`config.mk`:
```
export PLATFORM = sky130hd
export DESIGN_NAME = pioc_clk_ctrl
export DESIGN_NICKNAME = d
export VERILOG_FILES = /design/src/rtl/pioc_pkg.sv /design/src/rtl/pioc_tick_div.sv /design/src/rtl/pioc_clk_ctrl.sv
export VERILOG_INCLUDE_DIRS = /design/src /design/src/rtl
export SDC_FILE = /design/constraint.sdc
export NUM_CORES = 1
export LEC_CHECK = 0
export ABC_CLOCK_PERIOD_IN_PS = 5400
export BUFFER_PORTS_ARGS = -buffer_cell sky130_fd_sc_hd__buf_2
export CORE_ASPECT_RATIO = 0.6
export CORE_UTILIZATION = 50
export CTS_CLUSTER_DIAMETER = 200
export DETAILED_ROUTE_END_ITERATION = 7
export GPL_TIMING_DRIVEN = 0
export PLACE_DENSITY_LB_ADDON = 0.1
export SYNTH_ARGS = -nofsm -noshare
export SYNTH_HDL_FRONTEND = slang
export SYNTH_SLANG_ARGS = --single-unit
```
`constraint.sdc`:
```
create_clock -name i_clk_sys -period 5.4 [get_ports i_clk_sys]
set_clock_uncertainty 0.2 [all_clocks]
set_input_delay 1.08 -clock i_clk_sys [delete_from_list [all_inputs] [get_ports i_clk_sys]]
set_output_delay 1.08 -clock i_clk_sys [all_outputs]
set_load 0.01 [all_outputs]
```
`src/rtl/pioc_defines.svh`:
```
`ifndef PIOC_DEFINES_SVH
`define PIOC_DEFINES_SVH
`define PIOC_ADDR_TUNING 4'h0
`define PIOC_ADDR_STATUS 4'h1
`define PIOC_TUNE_RST 8'h00
`define PIOC_BIT_LF_SRC 7
`define PIOC_BIT_MULT_EN 6
`define PIOC_TRIM_MSB 5
`define PIOC_TRIM_LSB 0
`define PIOC_TRIM_OFFSET 6'h20
`define PIOC_LOCK_TIME_US 2000
`define PIOC_CLK_FREQ_MHZ 20
`define PIOC_NODE48_DIV 2'h2
`define PIOC_USB_LS_DIV 4'h8
`define PIOC_LF_DIV 9'h100
`define PIOC_CORE_CLOCK_DIVIDER_SELECT_NONE 2'h3
`define PIOC_CORE_CLOCK_DIVIDER_SELECT_TWO 2'h2
`define PIOC_CORE_CLOCK_DIVIDER_SELECT_THREE 2'h1
`define PIOC_INTERNAL_FREQ_SELECT_LOW 3'h0
`endif

```
`src/rtl/pioc_pkg.sv`:
```
package pioc_pkg;

    typedef enum logic [2:0] {
        PIOC_CRYSTAL_MULT,
        PIOC_EXT_CLOCK_MULT,
        PIOC_INTERNAL_MULT,
        PIOC_INTERNAL_MULT_CLKOUT,
        PIOC_CRYSTAL,
        PIOC_EXT_CLOCK,
        PIOC_INTERNAL,
        PIOC_INTERNAL_CLKOUT
    } pioc_osc_mode_t;

    typedef struct packed {
        pioc_osc_mode_t mode;
        logic [2:0] prescale_sel;
        logic [1:0] core_clock_divider_select;
        logic [2:0] internal_freq_select;
        logic pwrt_en;
        logic fscm_en;
        logic wdt_en;
        logic twospd_en;
        logic usb_full_speed;
    } pioc_cfg_t;

    typedef struct packed {
        logic prim;
        logic fast;
        logic slow;
        logic pll;
    } pioc_ticks_t;

    typedef struct packed {
        logic usb_ls_ok;
        logic lf_from_fast;
        logic slow_rc_run;
        logic core_on_pll;
        logic locked;
        logic pll_run;
    } pioc_status_t;

endpackage : pioc_pkg

```
`src/rtl/pioc_tick_div.sv`:
```
`timescale 1ns/100ps
module pioc_tick_div #(
    parameter int W = 4
) (
    input wire logic i_clk_sys,
    input wire logic i_rst_n,
    input wire logic i_tick,
    input wire logic [W-1:0] i_ratio,
    output logic o_tick
);
    typedef struct packed {
        logic [W-1:0] cnt;
        logic tick;
    } pioc_div_state_t;

    pioc_div_state_t s_q;
    pioc_div_state_t s_d;

    // One output pulse for every i_ratio input pulses; ratio 0 acts as 1.
    always_comb begin
        s_d = s_q;
        s_d.tick = 1'b0;
        if (i_tick) begin
            if (s_q.cnt + W'(1) >= i_ratio) begin
                s_d.cnt = '0;
                s_d.tick = 1'b1;
            end else begin
                s_d.cnt = s_q.cnt + W'(1);
            end
        end
    end

    always_ff @(posedge i_clk_sys) begin
        if (!i_rst_n) begin
            s_q <= '0;
        end else begin
            s_q <= s_d;
        end
    end

    assign o_tick = s_q.tick;

endmodule : pioc_tick_div

```
`src/rtl/pioc_clk_ctrl.sv`:
```
// Behaviour
// RL1: Multiplier runs only in multiplier modes with enable bit 6; 4 to 96 MHz.
// RL2: Eight-setting input prescaler brings 4 MHz multiples down to 4 MHz.
// RL3: Multiplier output is divided to clock both USB and core.
// RL4: Core divider reduces its input by one, two, three or six.
// RL5: Fast oscillator drives core directly and a 31 kHz to 8 MHz postscaler; here the postscaler divides by 1 to 64, and 31 kHz comes from the /256 path.
// RL6: Fast oscillator with multiplier yields core clocks up to 48 MHz.
// RL7: Slow RC runs when selected or any timer or monitor needs it.
// RL8: Internal select field picks fast direct, low-frequency or postscaler.
// RL9: Tuning writes act at once; settling raises no flag.
// RL10: Each trim step changes the frequency by the same amount.
// RL11: Multiplier stays off in every non-multiplier mode.
// RL12: Core keeps its clock until lock, then switches automatically.
// RL13: Bit 7 picks fast oscillator divided by 256, else slow RC.
// RL14: Six-bit trim is signed; zero is centre, 011111 max, 100000 min.
// RL15: Trim affects only the fast oscillator, never the slow RC.
// RL16: USB gets 6 MHz in low speed and 48 MHz in full speed.
// RL17: Low-speed USB needs the core at 24 MHz.
// RL18: Divider codes 11 none, 10 by two, 01 by three, 00 by six.
// RL19: Switching to the multiplier clock never shortens a core clock phase.
`timescale 1ns/100ps
`include "pioc_defines.svh"
module pioc_clk_ctrl #(
    parameter int ADDR_W = 4,
    parameter int LOCK_W = 16,
    parameter int LOCK_CYCLES = `PIOC_LOCK_TIME_US * `PIOC_CLK_FREQ_MHZ
) (
    input wire logic i_clk_sys,
    input wire logic i_rst_n,
    input wire logic [ADDR_W-1:0] i_addr,
    input wire logic [7:0] i_wr_data,
    input wire logic i_wr_stb,
    input wire logic i_rd_stb,
    output logic [7:0] o_rd_data,
    input wire pioc_pkg::pioc_cfg_t i_cfg,
    input wire pioc_pkg::pioc_ticks_t i_ticks,
    output logic o_pll_ref_tick,
    output logic o_int_tick,
    output logic o_core_tick,
    output logic o_usb_tick,
    output logic signed [5:0] o_fast_trim,
    output logic [5:0] o_fast_step_code,
    output pioc_pkg::pioc_status_t o_status
);
    import pioc_pkg::*;

    typedef struct packed {
        logic [7:0] tune;
        logic [7:0] rd_data;
        logic [LOCK_W-1:0] lock_cnt;
        logic pll_run;
        logic locked;
        logic core_on_pll;
        logic slow_run;
        logic lf_from_fast;
        logic int_tick;
        logic usb_tick;
        logic [5:0] step_code;
        logic usb_ls_ok;
    } pioc_state_t;

    pioc_state_t s_q;
    pioc_state_t s_d;

    // ****************************************************************
    // Decoding helpers
    // ****************************************************************

    function automatic logic is_mult_mode(input pioc_osc_mode_t m);
        return m == PIOC_CRYSTAL_MULT || m == PIOC_EXT_CLOCK_MULT ||
               m == PIOC_INTERNAL_MULT || m == PIOC_INTERNAL_MULT_CLKOUT;
    endfunction : is_mult_mode

    function automatic logic is_internal_mode(input pioc_osc_mode_t m);
        return m == PIOC_INTERNAL_MULT || m == PIOC_INTERNAL_MULT_CLKOUT ||
               m == PIOC_INTERNAL || m == PIOC_INTERNAL_CLKOUT;
    endfunction : is_internal_mode

    function automatic logic [3:0] prescale_ratio(input logic [2:0] sel);
        logic [3:0] r;
        r = 4'h1;
        unique case (sel)
            3'h0: r = 4'hc;
            3'h1: r = 4'ha;
            3'h2: r = 4'h6;
            3'h3: r = 4'h5;
            3'h4: r = 4'h4;
            3'h5: r = 4'h3;
            3'h6: r = 4'h2;
            3'h7: r = 4'h1;
        endcase
        return r;
    endfunction : prescale_ratio

    function automatic logic [2:0] core_ratio(input logic [1:0] sel);
        logic [2:0] r;
        r = 3'h1;
        unique case (sel)
            `PIOC_CORE_CLOCK_DIVIDER_SELECT_NONE: r = 3'h1;
            `PIOC_CORE_CLOCK_DIVIDER_SELECT_TWO: r = 3'h2;
            `PIOC_CORE_CLOCK_DIVIDER_SELECT_THREE: r = 3'h3;
            default: r = 3'h6;
        endcase
        return r;
    endfunction : core_ratio

    // Postscaler ratio: 8 MHz divided by 2 to the power (7 - select); select 0 wraps to ratio 0, so no division.
    function automatic logic [6:0] post_ratio(input logic [2:0] sel);
        return 7'h01 << (3'h7 - sel);
    endfunction : post_ratio

    // ****************************************************************
    // Tick dividers
    // ****************************************************************

    logic pre_src;
    logic node48_tick;
    logic usb_ls_tick;
    logic lf_fast_tick;
    logic post_tick;
    logic core_src;
    logic core_tick;

    // Internal multiplier modes feed the fast oscillator to the prescaler.
    assign pre_src = is_internal_mode(i_cfg.mode) ? i_ticks.fast
                                                  : i_ticks.prim;

    pioc_tick_div #(.W(4)) u_prescale ( // RL2
        .i_clk_sys(i_clk_sys),
        .i_rst_n(i_rst_n),
        .i_tick(pre_src),
        .i_ratio(prescale_ratio(i_cfg.prescale_sel)),
        .o_tick(o_pll_ref_tick)
    );

    pioc_tick_div #(.W(2)) u_node48 ( // RL3
        .i_clk_sys(i_clk_sys),
        .i_rst_n(i_rst_n),
        .i_tick(i_ticks.pll & s_q.locked),
        .i_ratio(`PIOC_NODE48_DIV),
        .o_tick(node48_tick)
    );

    pioc_tick_div #(.W(4)) u_usb_ls ( // RL16
        .i_clk_sys(i_clk_sys),
        .i_rst_n(i_rst_n),
        .i_tick(node48_tick),
        .i_ratio(`PIOC_USB_LS_DIV),
        .o_tick(usb_ls_tick)
    );

    pioc_tick_div #(.W(9)) u_lf_fast ( // RL13
        .i_clk_sys(i_clk_sys),
        .i_rst_n(i_rst_n),
        .i_tick(i_ticks.fast),
        .i_ratio(`PIOC_LF_DIV),
        .o_tick(lf_fast_tick)
    );

    pioc_tick_div #(.W(7)) u_post ( // RL5
        .i_clk_sys(i_clk_sys),
        .i_rst_n(i_rst_n),
        .i_tick(i_ticks.fast),
        .i_ratio(post_ratio(i_cfg.internal_freq_select)),
        .o_tick(post_tick)
    );

    // Non-internal modes run the core from the primary source before lock.
    assign core_src = s_q.core_on_pll ? node48_tick : // RL6
                      is_internal_mode(i_cfg.mode) ? s_q.int_tick :
                      i_ticks.prim;

    pioc_tick_div #(.W(3)) u_core_div ( // RL4
        .i_clk_sys(i_clk_sys),
        .i_rst_n(i_rst_n),
        .i_tick(core_src),
        .i_ratio(core_ratio(i_cfg.core_clock_divider_select)), // RL18
        .o_tick(core_tick)
    );

    // ****************************************************************
    // Next state
    // ****************************************************************

    always_comb begin
        s_d = s_q;
        // The write takes effect at once; no busy or done flag exists.
        if (i_wr_stb && i_addr == ADDR_W'(`PIOC_ADDR_TUNING)) begin
            s_d.tune = i_wr_data; // RL9
        end
        s_d.rd_data = 8'h00;
        if (i_rd_stb) begin
            if (i_addr == ADDR_W'(`PIOC_ADDR_TUNING)) begin
                s_d.rd_data = s_q.tune;
            end else if (i_addr == ADDR_W'(`PIOC_ADDR_STATUS)) begin
                s_d.rd_data = {2'h0, o_status};
            end
        end
        s_d.pll_run = is_mult_mode(i_cfg.mode) && // RL11
                      s_q.tune[`PIOC_BIT_MULT_EN]; // RL1
        // Lock timer restarts whenever the multiplier stops.
        if (!s_q.pll_run) begin
            s_d.lock_cnt = '0;
            s_d.locked = 1'b0;
        end else if (!s_q.locked) begin
            if (s_q.lock_cnt + LOCK_W'(1) >= LOCK_W'(LOCK_CYCLES)) begin
                s_d.locked = 1'b1; // RL12
            end else begin
                s_d.lock_cnt = s_q.lock_cnt + LOCK_W'(1);
            end
        end
        // Switch over only right after a core period completes.
        if (!s_q.locked) begin
            s_d.core_on_pll = 1'b0;
        end else if (core_tick) begin
            s_d.core_on_pll = 1'b1; // RL19
        end
        s_d.lf_from_fast = s_q.tune[`PIOC_BIT_LF_SRC];
        if (i_cfg.internal_freq_select == `PIOC_INTERNAL_FREQ_SELECT_LOW) begin // RL8
            s_d.int_tick = s_q.lf_from_fast ? lf_fast_tick // RL13
                                            : i_ticks.slow;
        end else begin
            s_d.int_tick = post_tick;
        end
        s_d.slow_run = (i_cfg.internal_freq_select == `PIOC_INTERNAL_FREQ_SELECT_LOW &&
                        !s_q.lf_from_fast &&
                        is_internal_mode(i_cfg.mode)) ||
                       i_cfg.pwrt_en || i_cfg.fscm_en || // RL7
                       i_cfg.wdt_en || i_cfg.twospd_en;
        s_d.usb_tick = i_cfg.usb_full_speed ? node48_tick // RL16
                                            : usb_ls_tick;
        // Offset binary code: one trim step is one equal analogue step.
        s_d.step_code = s_q.tune[`PIOC_TRIM_MSB:`PIOC_TRIM_LSB] ^
                        `PIOC_TRIM_OFFSET; // RL10
        // Low-speed USB is only legal with the 48 MHz node divided by two.
        s_d.usb_ls_ok = s_q.core_on_pll && // RL17
            i_cfg.core_clock_divider_select == `PIOC_CORE_CLOCK_DIVIDER_SELECT_TWO;
    end

    always_ff @(posedge i_clk_sys) begin
        if (!i_rst_n) begin
            s_q <= '0;
            s_q.tune <= `PIOC_TUNE_RST;
        end else begin
            s_q <= s_d;
        end
    end

    // ****************************************************************
    // Outputs
    // ****************************************************************

    assign o_rd_data = s_q.rd_data;
    assign o_int_tick = s_q.int_tick;
    assign o_core_tick = core_tick;
    assign o_usb_tick = s_q.usb_tick;
    // The slow RC has no trim input at all.
    assign o_fast_trim = s_q.tune[`PIOC_TRIM_MSB:`PIOC_TRIM_LSB]; // RL14 RL15
    assign o_fast_step_code = s_q.step_code;
    assign o_status.pll_run = s_q.pll_run;
    assign o_status.locked = s_q.locked;
    assign o_status.core_on_pll = s_q.core_on_pll;
    assign o_status.slow_rc_run = s_q.slow_run;
    assign o_status.lf_from_fast = s_q.lf_from_fast;
    assign o_status.usb_ls_ok = s_q.usb_ls_ok;
endmodule : pioc_clk_ctrl

```
==> run metrics <==
status=completed; Starting Density=51.64%; first-pass GRT wire length=16340 um; aggregate global routing overflow=0; placed cell area=4835 sq um; Max-cap violations=0; worst hold margin=247.4 ps; DR pass1 iterations=5; H-tree depth=3; share of cells above drive strength 1=20.83%; # DRC=0; core area=8491 sq um; Lkg Pwr=2.139 nW; count of cell types in the netlist=59; Slew headroom=58.20%; post-DR wirelength/cell=15.12 um; number of global-route vias before repair=3245; Antenna Nets Post-Route=0; die area=9160 sq um; post-layout util=60.14%; #FFs+latches synth=81; Post-Synthesis Cells=498; cts hold-fix bufs=0; Post-synth EDFFs=0; Post-CTS Setup Bufs=0; Die Y=74.54 um; Max Clock Freq=0.3076 GHz; Final Hold Viols=0; Crit Path Class=flop to flop; critical-path cell list=ha_1 > and4_1 > clkbuf_1 > nand2_1 > nor4b_1 > o22ai_1 > clkbuf_1 > a2111oi_0 > mux2i_1; HPWL after detailed placement=7601 um; Clock Latency Late Sink=330 ps; TritonCTS clock tree=yes; GRT Total Usage=23.51%; # resized after CTS=0; # diodes=0; largest net degree at the start of global routing=15; crit path time final=3251 ps; WP data arrival=3310 ps; CP endpoint kind=flop; Multi-input gate area=2415 sq um; crit-path most repeated cell=clkbuf_1; dominant synthesized flop cell=dfxtp_1; async set or reset register ratio after synthesis=0%; sequential share of the synthesized area=36.99%; Max clock buf depth=2; syn_nets=556; Syn-to-layout area delta=16.47%; Yosys warnings=0; PwrDens=251.3 nW/um^2; Syn Area/Cell=8.804 sq um; Worst-Margin Slew=626.9 ps; TritonCTS Sinks=81; Total Routed Length=10400 um; WP data required=5460 ps; clk slew on worst S/H paths=60 ps; Site Rows=26; startpoint types=flop; Finished Cell Area=5106 sq um; final worst path period share=60.20%; final setup vio count=0; Clock Tree Root=clkbuf_16; Slowest-stage cell, CP=a2111oi_0; layout net count=629; Hold WC Path Type=flop to flop; fin. max-slew vios=0; Syn Std Cell Area=4384 sq um; via/cell ratio=5.532; Port Buffers=62; initial antenna violation count=0; Filler cells=771; RSZ-0062 raised after global routing=no; First DRT Iteration DRCs=284; total CTS buffers=9; CP peak stage delay=600 ps; GP Congestion=0.9105; FF/Latch Area=1622 sq um; I/O pin total=66; die width=122.9 um; VDD IR-drop max=0.1654 mV; Sum Neg Setup Slack=0 ps; vias after detailed routing=3806; Worst Path Max Fanout=10
## synthesized netlist by cell type (2+ instances only)
| cell type | number | area share (%) |
|---|---|---|
| ha_1 | 22 | 6.3 |
| o211ai_1 | 5 | 0.86 |
| and3_1 | 7 | 1.0 |
| buf_4 | 26 | 4.5 |
| o311ai_0 | 3 | 0.60 |
| or3_1 | 7 | 1.0 |
| nand2b_1 | 17 | 2.4 |
| dfxtp_1 | 81 | 37 |
| nand4b_1 | 2 | 0.40 |
| a2111o_1 | 2 | 0.51 |
| a21o_1 | 7 | 1.2 |
| a21oi_1 | 22 | 2.5 |
| o21a_1 | 2 | 0.34 |
| o2111ai_1 | 6 | 1.2 |
| nor3_1 | 14 | 1.6 |
| xor2_1 | 10 | 2.0 |
| and2_1 | 10 | 1.4 |
| and4_1 | 2 | 0.40 |
| nand2_1 | 35 | 3.0 |
| a211oi_1 | 6 | 1.0 |
| nor3b_1 | 4 | 0.68 |
| buf_1 | 2 | 0.17 |
| nand4_1 | 12 | 1.7 |
| nand3_2 | 2 | 0.46 |
| or4_1 | 2 | 0.34 |
| mux2i_1 | 26 | 5.9 |
| and4b_1 | 3 | 0.68 |
| inv_1 | 9 | 0.77 |
| a211o_1 | 6 | 1.2 |
| o31ai_1 | 3 | 0.51 |
| a31oi_1 | 3 | 0.43 |
| nor2_1 | 45 | 3.9 |
| nand3_1 | 22 | 2.5 |
| mux2_2 | 3 | 0.77 |
| o21ai_0 | 8 | 0.91 |
| or2_2 | 3 | 0.43 |
| a2111oi_0 | 3 | 0.60 |
| nand3b_1 | 6 | 1.0 |
| clkbuf_1 | 20 | 1.7 |
| xnor2_1 | 11 | 2.2 |
## worst paths after layout
kind	from	end	slack, ps	depth (start not counted)
setup / recovery	s_q[14]$_SDFFE_PN0P_	s_q[25]$_SDFFE_PN0P_	2150	9
hold / removal	s_q[44]$_SDFFE_PN0P_	o_status[0]$_SDFF_PN0_	250	2
hold reg to reg	s_q[44]$_SDFFE_PN0P_	o_status[0]$_SDFF_PN0_	250	2
setup reg to reg	s_q[14]$_SDFFE_PN0P_	s_q[25]$_SDFFE_PN0P_	2150	9
## layout make-up
class,count,area share [%]
inverter,9,0.6616
timing repair buffer,62,6.077
clock buffer,10,4.484
multi-input combinational,356,47.29
tap,112,2.744
sequential,81,31.76
buffer,52,6.150
clock inverter,6,0.8331
## stage by stage
stage | cells | total power, mW | setup WS (ps)
detailed placement | 672 | 0.7344 | 2023
floorplan | 498 | 0.6960 | 2384
global placement | 672 | 0.7310 | 2083
finish | 688 | 1.283 | 2149
global route | 688 | 1.340 | 1931
CTS | 688 | 1.294 | 2227
## state kept, by name, summed over array words and instances (netlist names), 2 cells and up
signal            cells
u_lf_fast.s_q         9
u_node48.s_q          2
u_core_div.s_q        3
u_prescale.s_q        4
s_q                  17
o_rd_data             8
u_post.s_q            7
o_status              6
o_fast_trim           6
u_usb_ls.s_q          4
o_fast_step_code      6
## cell usage in the layout, fill, tap and decap left out, types with 4 or more instances in the layout
| cell type | synthesis | final |
|---|---|---|
| nand2_1 | 35 | 35 |
| o21ai_0 | 8 | 8 |
| or3_1 | 7 | 7 |
| nand4_1 | 12 | 12 |
| dfxtp_1 | 81 | 81 |
| nand3_1 | 22 | 22 |
| and2_1 | 10 | 10 |
| a211o_1 | 6 | 6 |
| xor2_1 | 10 | 10 |
| buf_4 | 26 | 26 |
| a21oi_1 | 22 | 22 |
| a211oi_1 | 6 | 6 |
| clkbuf_1 | 20 | 21 |
| o2111ai_1 | 6 | 6 |
| buf_2 | 1 | 63 |
| nor3b_1 | 4 | 4 |
| ha_1 | 22 | 22 |
| xnor2_1 | 11 | 11 |
| mux2i_1 | 26 | 26 |
| inv_1 | 9 | 9 |
| clkbuf_16 | 0 | 9 |
| nor3_1 | 14 | 14 |
| a21o_1 | 7 | 7 |
| nand3b_1 | 6 | 6 |
| o211ai_1 | 5 | 5 |
| nand2b_1 | 17 | 17 |
| nor2_1 | 45 | 45 |
| and3_1 | 7 | 7 |
## where the power goes
part | internal, mW | leakage, nW | switching (mW)
Combinational | 0.0487 | 1.36 | 0.0590
Clock | 0.312 | 0.129 | 0.247
Sequential | 0.607 | 0.655 | 0.00877
Total | 0.968 | 2.14 | 0.315
## critical path: cells and delay by family (launching register included)
kind	cells	cell delay, ps
and+or+nand+nor	3	630
DFF	1	440
AOI/OAI and AO/OA	2	760
adders and majority gates	1	310
muxes	1	250
buffers and inverters	2	580
## logic make-up (layout without fill, tap and decap cells)
family | after synthesis | in the layout | synth area share, %
buf+inv | 61 | 139 | 7.933
flops | 81 | 81 | 36.99
simple gates | 199 | 199 | 24.12
fa+ha+maj | 22 | 22 | 6.278
mux | 29 | 29 | 6.707
xor+xnor | 21 | 21 | 4.195
compound gates | 85 | 85 | 13.78
## per-layer routing
| layer | track usage, % | part of all wire [%] |
|---|---|---|
| met2 | 33.52 | 42 |
| met3 | 6.212 | 5.2 |
| met1 | 34.96 | 53 |
| met4 | 5.420 | 0.48 |
| met5 | 0 | 0 |
No activity file was read; power rests on OpenSTA's default activity.
